[config.mk]
export PLATFORM = sky130hd
export DESIGN_NAME = asrx_receiver
export DESIGN_NICKNAME = d
export VERILOG_FILES = /design/src/hdl/asrx_pkg.sv /design/src/hdl/asrx_receiver.sv
export VERILOG_INCLUDE_DIRS = /design/src /design/src/hdl
export SDC_FILE = /design/constraint.sdc
export NUM_CORES = 1
export LEC_CHECK = 0
export BUFFER_PORTS_ARGS = -buffer_cell sky130_fd_sc_hd__buf_4
export CAP_MARGIN = 40
export CORE_ASPECT_RATIO = 0.8
export CORE_MARGIN = 8
export CORE_UTILIZATION = 45
export CTS_CLUSTER_DIAMETER = 40
export DETAILED_ROUTE_END_ITERATION = 7
export PLACE_DENSITY = 0.67
export SYNTH_ARGS = -nofsm -noshare
export SYNTH_HDL_FRONTEND = slang
export SYNTH_SLANG_ARGS = --single-unit
[constraint.sdc]
create_clock -name ref_clk -period 3.49 [get_ports ref_clk]
set_input_delay 1.047 -clock ref_clk [delete_from_list [all_inputs] [get_ports ref_clk]]
set_output_delay 1.047 -clock ref_clk [all_outputs]
set_load 0.02 [all_outputs]
[src/hdl/asrx_params.svh]
// Purpose: constants for the async serial receiver with two-entry fifo
// Assumes: included by the design module, the assertion checker and the testbench
// Notes:   offsets are word addresses on the plain register port
`ifndef ASRX_PARAMS_SVH
`define ASRX_PARAMS_SVH

// ----------------------------------------------------------------
// register map
// ----------------------------------------------------------------
`define ASRX_ADDR_W        4
`define ASRX_OFF_CTRL      4'h0
`define ASRX_OFF_STATUS    4'h1
`define ASRX_OFF_DATA      4'h2
`define ASRX_OFF_INTEN     4'h3
`define ASRX_OFF_BAUD      4'h4

// ----------------------------------------------------------------
// control fields
// ----------------------------------------------------------------
`define ASRX_CTRL_PORT_EN  0
`define ASRX_CTRL_CONT_RX  1
`define ASRX_CTRL_NINE_BIT 2
`define ASRX_CTRL_ADDR_DET 3

// ----------------------------------------------------------------
// status fields
// ----------------------------------------------------------------
`define ASRX_ST_PEND       0
`define ASRX_ST_FRAME_ERR  1
`define ASRX_ST_OVERRUN    2
`define ASRX_ST_NINTH      3

// ----------------------------------------------------------------
// interrupt enable fields
// ----------------------------------------------------------------
`define ASRX_IE_RX         0
`define ASRX_IE_PERIPH     1
`define ASRX_IE_GLOBAL     2

// ----------------------------------------------------------------
// reset values and timing
// ----------------------------------------------------------------
`define ASRX_CTRL_RST      4'h0
`define ASRX_IE_RST        3'h0
`define ASRX_BAUD_RST      16'h0363
`define ASRX_FIFO_DEPTH    2
`define ASRX_OVS           16
`define ASRX_OVS_HALF      8
`define ASRX_OVS_LAST      15
`define ASRX_LAST_BIT_NINE 8
`define ASRX_LAST_BIT_EIGHT 7

`endif

[src/hdl/asrx_pkg.sv]
// Purpose: types for the async serial receiver
// Assumes: asrx_params.svh holds the numbers
// Notes:   fifo entries travel as one packed struct
package asrx_pkg;

  // ----------------------------------------------------------------
  // fifo entry and receive states
  // ----------------------------------------------------------------
  typedef struct packed {
    logic       frameErr;
    logic [8:0] data;
  } asrx_entry_type;

  typedef enum logic [1:0] {
    RX_IDLE,
    RX_START,
    RX_DATA,
    RX_STOP
  } asrx_state_type;

endpackage : asrx_pkg

[src/hdl/asrx_receiver.sv]
// Purpose: receive half of an async serial unit with a two-entry fifo
// Assumes: 100 MHz ref_clk, 16x oversampling from a baud divider
// Notes:   registers on a plain port, read data one cycle after strobe
//
// Notes on behaviour
// - pending is high while enabled and an unread character sits in the fifo
// - pending is read-only and follows fifo occupancy only
// - interrupt needs rx, peripheral and global enables all set
// - pending rises regardless of any interrupt enable
// - each fifo entry keeps a framing error bit from the stop sample
// - framing error shows the oldest entry; software reads it before data
// - framing error does not stop reception and needs no clear
// - data read pops the fifo, exposing the next entry and its error
// - clearing port enable resets the unit and clears framing error
// - clearing continuous receive leaves framing error unchanged
// - framing error alone raises no interrupt
// - with all entries in error, framing error stays set until the last entry is read
// - fifo holds two; a third complete character sets overrun
// - during overrun old entries stay readable, new ones are refused
// - overrun clears when continuous receive or port enable is cleared
// - nine-bit select shifts nine data bits per character
// - ninth-bit field is msb of oldest entry; software reads it first
// - address detect keeps only ninth-bit-one characters, drops others
//
// Added by the designer: the strobed register port and the register offsets.
`timescale 1ns/1ps
`default_nettype none
`include "asrx_params.svh"

module asrx_receiver #(
  parameter int FIFO_DEPTH = `ASRX_FIFO_DEPTH
) (
  input  wire logic                    ref_clk,
  input  wire logic                    rst_n,
  input  wire logic                    rxPin,
  input  wire logic [`ASRX_ADDR_W-1:0] regAddr,
  input  wire logic [15:0]             regWdata,
  input  wire logic                    regWr,
  input  wire logic                    regRd,
  output logic      [15:0]             regRdata,
  output logic                         rxIrq
);

  // ----------------------------------------------------------------
  // pin synchroniser
  // ----------------------------------------------------------------
  // the line is asynchronous to ref_clk; only rxSync_r feeds logic
  logic rxMeta_r;
  logic rxSync_r;

  always_ff @(posedge ref_clk or negedge rst_n)
  begin
    if (!rst_n)
    begin
      rxMeta_r <= 1'b1;
      rxSync_r <= 1'b1;
    end
    else
    begin
      rxMeta_r <= rxPin;
      rxSync_r <= rxMeta_r;
    end
  end

  // ----------------------------------------------------------------
  // register port decode
  // ----------------------------------------------------------------
  logic [3:0]  ctrl_r;
  logic [3:0]  ctrl_nxt;
  logic [2:0]  inten_r;
  logic [2:0]  inten_nxt;
  logic [15:0] baud_r;
  logic [15:0] baud_nxt;
  logic        portEn;
  logic        contRxEn;
  logic        nineBitSel;
  logic        addrDetEn;
  logic        popReq;

  assign portEn     = ctrl_r[`ASRX_CTRL_PORT_EN];
  assign contRxEn   = ctrl_r[`ASRX_CTRL_CONT_RX];
  assign nineBitSel = ctrl_r[`ASRX_CTRL_NINE_BIT];
  assign addrDetEn  = ctrl_r[`ASRX_CTRL_ADDR_DET];
  assign popReq     = regRd && (regAddr == `ASRX_OFF_DATA);

  always_comb
  begin
    ctrl_nxt  = ctrl_r;
    inten_nxt = inten_r;
    baud_nxt  = baud_r;
    if (regWr)
    begin
      case (regAddr)
        `ASRX_OFF_CTRL:  ctrl_nxt  = regWdata[3:0];
        `ASRX_OFF_INTEN: inten_nxt = regWdata[2:0];
        `ASRX_OFF_BAUD:  baud_nxt  = regWdata;
        // status and data are read-only; writes there do nothing
        default:         ctrl_nxt  = ctrl_r;
      endcase
    end
  end

  always_ff @(posedge ref_clk or negedge rst_n)
  begin
    if (!rst_n)
    begin
      ctrl_r  <= `ASRX_CTRL_RST;
      inten_r <= `ASRX_IE_RST;
      baud_r  <= `ASRX_BAUD_RST;
    end
    else
    begin
      ctrl_r  <= ctrl_nxt;
      inten_r <= inten_nxt;
      baud_r  <= baud_nxt;
    end
  end

  // ----------------------------------------------------------------
  // oversample tick divider
  // ----------------------------------------------------------------
  logic [15:0] divCnt_r;
  logic [15:0] divCnt_nxt;
  logic        tick;

  // reload on every tick so the period is exactly baud + 1 clocks
  assign tick = portEn && (divCnt_r == 16'h0000);

  always_comb
  begin
    if (!portEn || tick)
      divCnt_nxt = baud_r;
    else
      divCnt_nxt = divCnt_r - 16'h0001;
  end

  always_ff @(posedge ref_clk or negedge rst_n)
  begin
    if (!rst_n)
      divCnt_r <= 16'h0000;
    else
      divCnt_r <= divCnt_nxt;
  end

  // ----------------------------------------------------------------
  // receive shifter
  // ----------------------------------------------------------------
  asrx_pkg::asrx_state_type state_r;
  asrx_pkg::asrx_state_type state_nxt;
  logic [3:0]               ovs_r;
  logic [3:0]               ovs_nxt;
  logic [3:0]               bitCnt_r;
  logic [3:0]               bitCnt_nxt;
  logic [8:0]               shift_r;
  logic [8:0]               shift_nxt;
  logic                     charDone;
  logic                     charFrameErr;
  logic [8:0]               charData;
  logic [3:0]               lastBit;

  assign lastBit = nineBitSel ? 4'(`ASRX_LAST_BIT_NINE) : 4'(`ASRX_LAST_BIT_EIGHT);

  always_comb
  begin
    state_nxt    = state_r;
    ovs_nxt      = ovs_r;
    bitCnt_nxt   = bitCnt_r;
    shift_nxt    = shift_r;
    charDone     = 1'b0;
    charFrameErr = 1'b0;
    charData     = nineBitSel ? shift_r : {1'b0, shift_r[8:1]};
    if (!portEn || !contRxEn)
      state_nxt = asrx_pkg::RX_IDLE;
    else if (tick)
    begin
      ovs_nxt = ovs_r + 4'h1;
      case (state_r)
        asrx_pkg::RX_IDLE:
        begin
          ovs_nxt = 4'h0;
          if (!rxSync_r)
            state_nxt = asrx_pkg::RX_START;
        end
        asrx_pkg::RX_START:
          if (ovs_r == 4'(`ASRX_OVS_HALF - 1))
          begin
            ovs_nxt = 4'h0;
            // glitch shorter than half a bit is not a start
            state_nxt = rxSync_r ? asrx_pkg::RX_IDLE : asrx_pkg::RX_DATA;
            bitCnt_nxt = 4'h0;
          end
        asrx_pkg::RX_DATA:
          if (ovs_r == 4'(`ASRX_OVS_LAST))
          begin
            shift_nxt  = {rxSync_r, shift_r[8:1]};
            bitCnt_nxt = bitCnt_r + 4'h1;
            if (bitCnt_r == lastBit)
              state_nxt = asrx_pkg::RX_STOP;
          end
        asrx_pkg::RX_STOP:
          if (ovs_r == 4'(`ASRX_OVS_LAST))
          begin
            charDone  = 1'b1;
            charFrameErr = !rxSync_r;
            state_nxt = asrx_pkg::RX_IDLE;
          end
        default: state_nxt = asrx_pkg::RX_IDLE;
      endcase
    end
  end

  always_ff @(posedge ref_clk or negedge rst_n)
  begin
    if (!rst_n)
    begin
      state_r  <= asrx_pkg::RX_IDLE;
      ovs_r    <= 4'h0;
      bitCnt_r <= 4'h0;
      shift_r  <= 9'h000;
    end
    else
    begin
      state_r  <= state_nxt;
      ovs_r    <= ovs_nxt;
      bitCnt_r <= bitCnt_nxt;
      shift_r  <= shift_nxt;
    end
  end

  // ----------------------------------------------------------------
  // two-entry fifo and overrun
  // ----------------------------------------------------------------
  asrx_pkg::asrx_entry_type fifo_r [FIFO_DEPTH];
  asrx_pkg::asrx_entry_type fifo_nxt [FIFO_DEPTH];
  logic [1:0]               count_r;
  logic [1:0]               count_nxt;
  logic                     overrun_r;
  logic                     overrun_nxt;
  logic                     accept;
  logic                     doPop;
  asrx_pkg::asrx_entry_type head;
  logic [1:0]               wrIdx;

  // entries shift toward slot 0 so the head never moves; cheap at depth two
  assign head  = fifo_r[0];
  // a character whose ninth bit is clear is dropped in address mode
  assign accept = charDone && !(addrDetEn && !charData[8]);
  assign doPop  = popReq && (count_r != 2'h0);

  always_comb
  begin
    for (int i = 0; i < FIFO_DEPTH; i++)
      fifo_nxt[i] = fifo_r[i];
    count_nxt = count_r;
    overrun_nxt = overrun_r;
    wrIdx     = count_r;
    if (doPop)
    begin
      for (int i = 0; i < FIFO_DEPTH - 1; i++)
        fifo_nxt[i] = fifo_r[i + 1];
      count_nxt = count_r - 2'h1;
      wrIdx     = count_r - 2'h1;
    end
    if (accept && !overrun_r)
    begin
      // a read in the same cycle frees a slot, so no overrun then
      if (wrIdx < 2'(FIFO_DEPTH))
      begin
        fifo_nxt[wrIdx[0]] = '{frameErr: charFrameErr, data: charData};
        count_nxt = wrIdx + 2'h1;
      end
      else
        // the refused character is lost; later ones are refused until a clear
        overrun_nxt = 1'b1;
    end
    if (!contRxEn || !portEn)
      overrun_nxt = 1'b0;
    if (!portEn)
      count_nxt = 2'h0;
  end

  // one flop bank per slot; the shift itself lives in the comb block above
  for (genvar g = 0; g < FIFO_DEPTH; g++)
  begin : gSlot
    always_ff @(posedge ref_clk or negedge rst_n)
    begin
      if (!rst_n)
        fifo_r[g] <= '0;
      else
        fifo_r[g] <= fifo_nxt[g];
    end
  end

  always_ff @(posedge ref_clk or negedge rst_n)
  begin
    if (!rst_n)
    begin
      count_r   <= 2'h0;
      overrun_r <= 1'b0;
    end
    else
    begin
      count_r   <= count_nxt;
      overrun_r <= overrun_nxt;
    end
  end

  // ----------------------------------------------------------------
  // status view, read data and interrupt
  // ----------------------------------------------------------------
  logic        pending;
  logic        frameErrView;
  logic [15:0] statusWord;
  logic [15:0] rdata_nxt;

  // contRxEn is kept out of this gate so clearing it leaves the flag alone
  assign pending      = portEn && (count_r != 2'h0);
  assign frameErrView = portEn && (count_r != 2'h0) && head.frameErr;

  always_comb
  begin
    statusWord                     = 16'h0000;
    statusWord[`ASRX_ST_PEND]      = pending;
    statusWord[`ASRX_ST_FRAME_ERR] = frameErrView;
    statusWord[`ASRX_ST_OVERRUN]   = overrun_r;
    statusWord[`ASRX_ST_NINTH]     = pending && head.data[8];
  end

  always_comb
  begin
    rdata_nxt = 16'h0000;
    if (regRd)
    begin
      case (regAddr)
        `ASRX_OFF_CTRL:   rdata_nxt = {12'h000, ctrl_r};
        `ASRX_OFF_STATUS: rdata_nxt = statusWord;
        `ASRX_OFF_DATA:   rdata_nxt = pending ? {8'h00, head.data[7:0]} : 16'h0000;
        `ASRX_OFF_INTEN:  rdata_nxt = {13'h0000, inten_r};
        `ASRX_OFF_BAUD:   rdata_nxt = baud_r;
        default:          rdata_nxt = 16'h0000;
      endcase
    end
  end

  always_ff @(posedge ref_clk or negedge rst_n)
  begin
    if (!rst_n)
      regRdata <= 16'h0000;
    else
      regRdata <= rdata_nxt;
  end

  // ----------------------------------------------------------------
  // interrupt request
  // ----------------------------------------------------------------
  logic irq_nxt;

  always_comb
  begin
    // framing error is not part of this term
    irq_nxt = pending && inten_r[`ASRX_IE_RX] && inten_r[`ASRX_IE_PERIPH]
              && inten_r[`ASRX_IE_GLOBAL];
  end

  always_ff @(posedge ref_clk or negedge rst_n)
  begin
    if (!rst_n)
      rxIrq <= 1'b0;
    else
      rxIrq <= irq_nxt;
  end

endmodule : asrx_receiver

`default_nettype wire

# Yosys cells after proc, flatten, opt, wreduce, memory -nomap -nowiden
# Cells that the tools add are included.
[classes]
shift = 0
n_reduce_logical = 37
n_addsub = 5
n_lt_le_gt_ge = 3
div = 0
bitwise = 2
n_mux = 41
eq_ne = 18
n_mul = 0
[op_table]
columns = ["cell", "n"]
rows = [
  ["one-hot mux 16 bit (5 select lines)", 1],
  ["two-way mux 20 bit", 2],
  ["two-way mux 16 bit", 2],
  ["two-way mux 2 bit", 12],
  ["bitwise mux 20 bit", 1],
  ["two-way mux 10 bit", 2],
  ["logical NOT 16 bit", 1],
  ["two-way mux 4 bit", 4],
  ["one-hot mux 4 bit (2 select lines)", 2],
  ["subtractor 16 x 1 -> 16 bit, second input constant", 1],
  ["!= test 3 bit, second input constant", 5],
  ["logical AND 1 bit", 13],
  ["AND reduction 2 bit", 6],
  ["two-way mux 1 bit", 11],
  ["demux 10 bit (select 1 bit)", 1],
  ["two-way mux 9 bit", 1],
  ["adder 4 x 1 -> 4 bit, second input constant", 2],
  ["equality test 4 x 2 -> 1 bit, second input constant", 2],
  ["equality test 4 x 3 -> 1 bit, second input constant", 2],
  ["two-way mux 8 bit", 1],
  ["one-hot mux 2 bit (4 select lines)", 1],
  ["nonzero test 2 bit", 4],
  ["logical NOT 1 bit", 6],
  ["AND reduction 6 bit", 1],
  ["other kinds (19)", 22],
]
[totals]
ramBits = 0
mem_bits_ro = 0
out_inout_bits = 17
memories = 0
inputBits = 25
latch_bits = 0
regBits = 100
elab_cells = 124

# Depth between registers and ports, before layout
[depth]
word_depth = 12
mapped_depth = 9
ltp_nobuf = 8

# Worst setup path before layout
# No wires, ideal clock.
[synth_timing]
path_kind = "input port to flip-flop"
from = "in regAddr[3]"
to = "reg count_r[0]"
path_slack_ns = 0.920
required_ns = 3.371
stages = 8
setup_time_ns = 0.119
path_buffers = 2
arrival_ns = 2.451
cell_sequence = "clkbuf_1 > nor4b_2 > and2_1 > buf_2 > o21ai_0 > ha_1 > mux2i_1 > and2_1"
[synth_between]
elab_chain_len = 8
word_cells_on_any_way = 9
classes_between = "1 x add/sub; 1 x order compare; 1 x eq/ne; 4 x mux; 2 x reduce/logical"
[synth_lines]
columns = ["element", "line", "rtl"]
rows = [
  ["start, declared", "asrx_receiver.sv:36", "input wire logic [`ASRX_ADDR_W-1:0] regAddr,"],
  ["equality test 4 x 2 -> 1 bit (*)", "n/a", ""],
  ["logical AND 1 bit (*)", "asrx_receiver.sv:84", "assign popReq = regRd && (regAddr == `ASRX_OFF_DATA);"],
  ["logical AND 1 bit (*)", "asrx_receiver.sv:248", "assign doPop = popReq && (count_r != 2'h0);"],
  ["two-way mux 2 bit (*)", "asrx_receiver.sv:257", "if (doPop)"],
  ["adder 2 x 1 -> 2 bit or < comparator 2 bit (tied branches)", "asrx_receiver.sv:270, asrx_receiver.sv:267", ""],
  ["two-way mux 2 bit", "asrx_receiver.sv:267", "if (wrIdx < 2'(FIFO_DEPTH))"],
  ["two-way mux 2 bit (*)", "asrx_receiver.sv:264", "if (accept && !overrun_r)"],
  ["two-way mux 2 bit (*)", "asrx_receiver.sv:278", "if (!portEn)"],
  ["via count_nxt[0]", "asrx_receiver.sv:236", "logic [1:0] count_nxt;"],
  ["end signal, assigned", "asrx_receiver.sv:303", "count_r <= count_nxt;"],
  ["end, declared", "asrx_receiver.sv:235", "logic [1:0] count_r;"],
]
# Mark *: on every way through the listed nets, which the timed path passes. The rest lies on a longest branch.
# A chain may end at the register's enable or synchronous reset.

# Worst setup path in the final report
[layout_timing]
from = "in regAddr[0]"
to = "reg count_r[0]"
# Same word-level chain as after synthesis.

==> parameters.txt <==
Parameter                              Value

Status
  Result of the run ... finished, final reports clean

Placement
  Half-perimeter wire length after detailed placement ... roughly 7.5 mm
  Number of port buffers ... 41
  Weighted congestion reported at the end of routability-driven placement ... 0.838

STA
  Final setup violation count ... 0
  Clock tree skew after final layout ... 0.0128 ns
  Worst-case headroom to the max-slew limit ... ~45%
  Worst slew pin tran ... 0.818 ns
  Tcrit/Tclk final ... between 70% and 80%
  Setup repair after global routing missed its margin ... false
  Sum of negative setup slack ... 0 ns
  Min cycle time layout ... 2.65 ns
  Highest clock rate ... 0.377 GHz
  Final max-slew violation count ... 0
  Hold Violations, Final ... 0
  Worst hold margin ... 0.358 ns

Power and ir drop
  VDD IR max ... ~400 µV
  Total power consumption of the routed design ... 0.00306 W
  Static Leakage ... 2.40 nW
  P_sw ... 0.000881 W
  Combinational group share of total power ... 15.4%
  Switching share of power ... 28.8%
  Clock group share of total power ... 36.1%
  Internal power summed over all cells ... roughly 0.0022 W
  Sequential Power Share ... 48.5%
  Areal power density over the cells ... 562 nW/µm²

Global route
  Gr usage total ... roughly 16%
  Number of global-route vias before repair ... 3319
  GRT met2 Usage ... 23.3%
  Met1 GRT Util ... 22.2%
  Largest net degree at the start of global routing ... between 60 and 70
  Antenna violations before repair ... 0
  Wire length of the first global-routing pass ... 17.2 mm
  Met3 Usage GRT ... 3.77%
  Busiest layer in global routing ... met2
  Residual overflow from global routing ... 0

Job
  Max Cap Violations ... 0

Finish
  Layout cell share with drive strength beyond 1 ... a little under a quarter
  Core Util, Final ... 53.7%
  Area growth from synthesis to layout ... 16.9%
  Net count reported at finish ... 482
  Diode insertion count for antenna repair ... 0

Yosys
  Post-synth top area cell ... dfrtp_1
  Largest cells by area after synthesis ... dfrtp_1 (49%), mux2i_1 (6.9%), mux2_2 (6.5%), dfstp_2 (4.5%), nand2_1 (3.1%)
  Synthesized instance count ... 411
  Post-synthesis cell area ... 4660 µm²
  Async set-reset flop share out of synthesis ... 100%
  Yosys cell types ... 52
  Main synth FF type ... dfrtp_1
  Count of state elements after synthesis ... 100
  Number of enable-type register cells in the synthesized netlist ... 0
  Yosys top cell area share ... approximately half
  Avg Inst Size Synth ... 11.3 µm²
  Sequential fraction of the synthesis area ... 53.9%
  Post-Synthesis Net Count ... between 400 and 500
  Total number of yosys warnings ... 0

Floorplanning
  Horizontal die dimension ... 130 µm
  Die extent in y ... 107 µm
  Core outline area ... 10200 µm²
  # rows ... 33
  Initial core utilization ... 45.9%
  Boundary pin count ... 42
  Die area ... 13900 µm²

Critical path
  Endpoint type of the worst setup path ... flop
  CP Max Fanout ... 12
  Required time at the endpoint of the critical path ... 3.74 ns
  Arrival time of data at the critical path endpoint ... 2.90 ns
  Setup Crit Path Kind ... in2reg
  CP Launch Point ... regAddr[0]
  Worst r2r path cells ... 5
  Reg2Reg Launch Point ... divCnt_r[6]
  Crit start category ... input pin

Clocking
  Clock latency at the later pin of the worst-skew pair ... 0.35 ns
  Number of clock sinks ... 100
  Buffer count from post-CTS setup fixing ... 0
  Maximum clock path buffer count ... 2
  Clock-pin slew reported for the worst setup and hold paths after clock tree synthesis ... ~0.08 ns
  Total CTS buffers ... 9
  CTS tree ... built
  Post-cts gate resize count ... 0
  Count of hold buffers inserted by post-cts repair ... 0
  Maximum level of the CTS H-tree ... 3
  CTS root buf ... clkbuf_16

Routing
  Routed vias ... 3242
  Remaining antenna violation count after routing ... 0
  Final routed wire length divided by cell count ... 17.5 µm
  Residual DRC ... 0
  Initial drt markers ... 170
  First-pass iteration count of the detailed router ... 4
  Vias per inst ... 5.44
  Total wirelength of the detailed-routed design ... approximately 10 mm

Hold path
  Hold Path Depth ... 0
  Hold Startpoint ... rxMeta_r
  Tightest Hold Check Type ... reg2reg
==> logic make-up (layout without fill, tap and decap cells) <==
family	count (synthesis)	in the layout	synth area share (%)
simple gates	135	135	16.2
flops	100	100	53.9
compound gates	67	67	8.75
mux	64	64	14.6
buf+inv	25	70	2.34
xor+xnor	14	14	2.63
fa+ha+maj	6	6	1.61
==> routing by layer <==
layer | part of all wire [%] | up-vias
li1 | - | 1551
met2 | 45 | 66
met4 | 1.9 | 0
met3 | 4.1 | 14
met5 | 0 | -
met1 | 49 | 1611
==> synth_stat cells (8+ instances only) <==
| cell type | number |
|---|---|
| dfrtp_1 | 92 |
| nand2_1 | 38 |
| mux2i_1 | 32 |
| mux2_2 | 27 |
| o21ai_0 | 23 |
| nor2_1 | 20 |
| nand3_1 | 13 |
| and3_1 | 12 |
| o21ai_1 | 11 |
| a21oi_1 | 10 |
| buf_2 | 9 |
| xnor2_1 | 9 |
| dfstp_2 | 8 |
| nor3_1 | 8 |
==> cell usage in the layout (no fill, tap or decap), types with 5 or more instances in the layout <==
| cell | instances |
|---|---|
| nand2_1 | 38 |
| nor2_1 | 20 |
| nor2b_1 | 5 |
| buf_4 | 46 |
| nor3_1 | 8 |
| inv_1 | 7 |
| dfstp_2 | 8 |
| or3_1 | 5 |
| mux2i_1 | 32 |
| mux2_2 | 27 |
| xor2_1 | 5 |
| and3_1 | 12 |
| dfrtp_1 | 92 |
| mux2_1 | 5 |
| a21oi_1 | 10 |
| clkbuf_16 | 9 |
| o21ai_1 | 11 |
| nand3_1 | 13 |
| nand4_1 | 7 |
| ha_1 | 6 |
| o21ai_0 | 23 |
| xnor2_1 | 9 |
==> registers in the layout (all words and copies together), names as in the netlist, 4 cells and up, named ones only <==
signal / flops
ovs_r: 4
shift_r: 9
bitCnt_r: 4
fifo_r: 10
regRdata: 16
ctrl_r: 4
divCnt_r: 16
baud_r: 16
==> worst max-delay path, cell delays in order <==
cell and delay, ns:
buf_4 0.16, nor4b_2 0.45, and2_1 0.46, o21ai_0 0.24
ha_1 0.33, mux2i_1 0.05, and2_1 0.16
==> cell type report <==
class,instances,area [µm²]
flip-flops and latches,100,2510
repair buffers,47,365
clock buffers,9,225
inverters,7,26.3
fillers,929,4710
clock inverters,7,106
multi-input cells,286,2040
well taps,140,175
==> power groups by stage <==
stage               clock [W]  sequential, W  combinational, W
CTS                   0.00113        0.00149          0.000476
global route          0.00117        0.00151          0.000530
finish                0.00111        0.00149          0.000472
global placement            0        0.00150          0.000460
floorplan                   0        0.00145          0.000367
detailed placement          0        0.00151          0.000473
==> through the flow <==
step | setup WS (ns) | instances | cell area, µm²
finish | 0.837 | 596 | 5450
global route | 0.692 | 596 | 5450
CTS | 0.862 | 596 | 5450
detailed placement | 0.496 | 580 | 5120
global placement | 0.602 | 580 | 5120
floorplan | 0.920 | 411 | 4660
==> final timing paths <==
check / endpoint / slack [ns]
hold reg to reg: rxSync_r / 0.36
setup reg to reg: bitCnt_r[3] / 1.06
hold / removal: rxSync_r / 0.36
setup / recovery: count_r[0] / 0.84
min in group asynchronous: async pin / 0.79
max in group asynchronous: baud_r[5] / 1.95
Power figures use the tool's default switching activity.
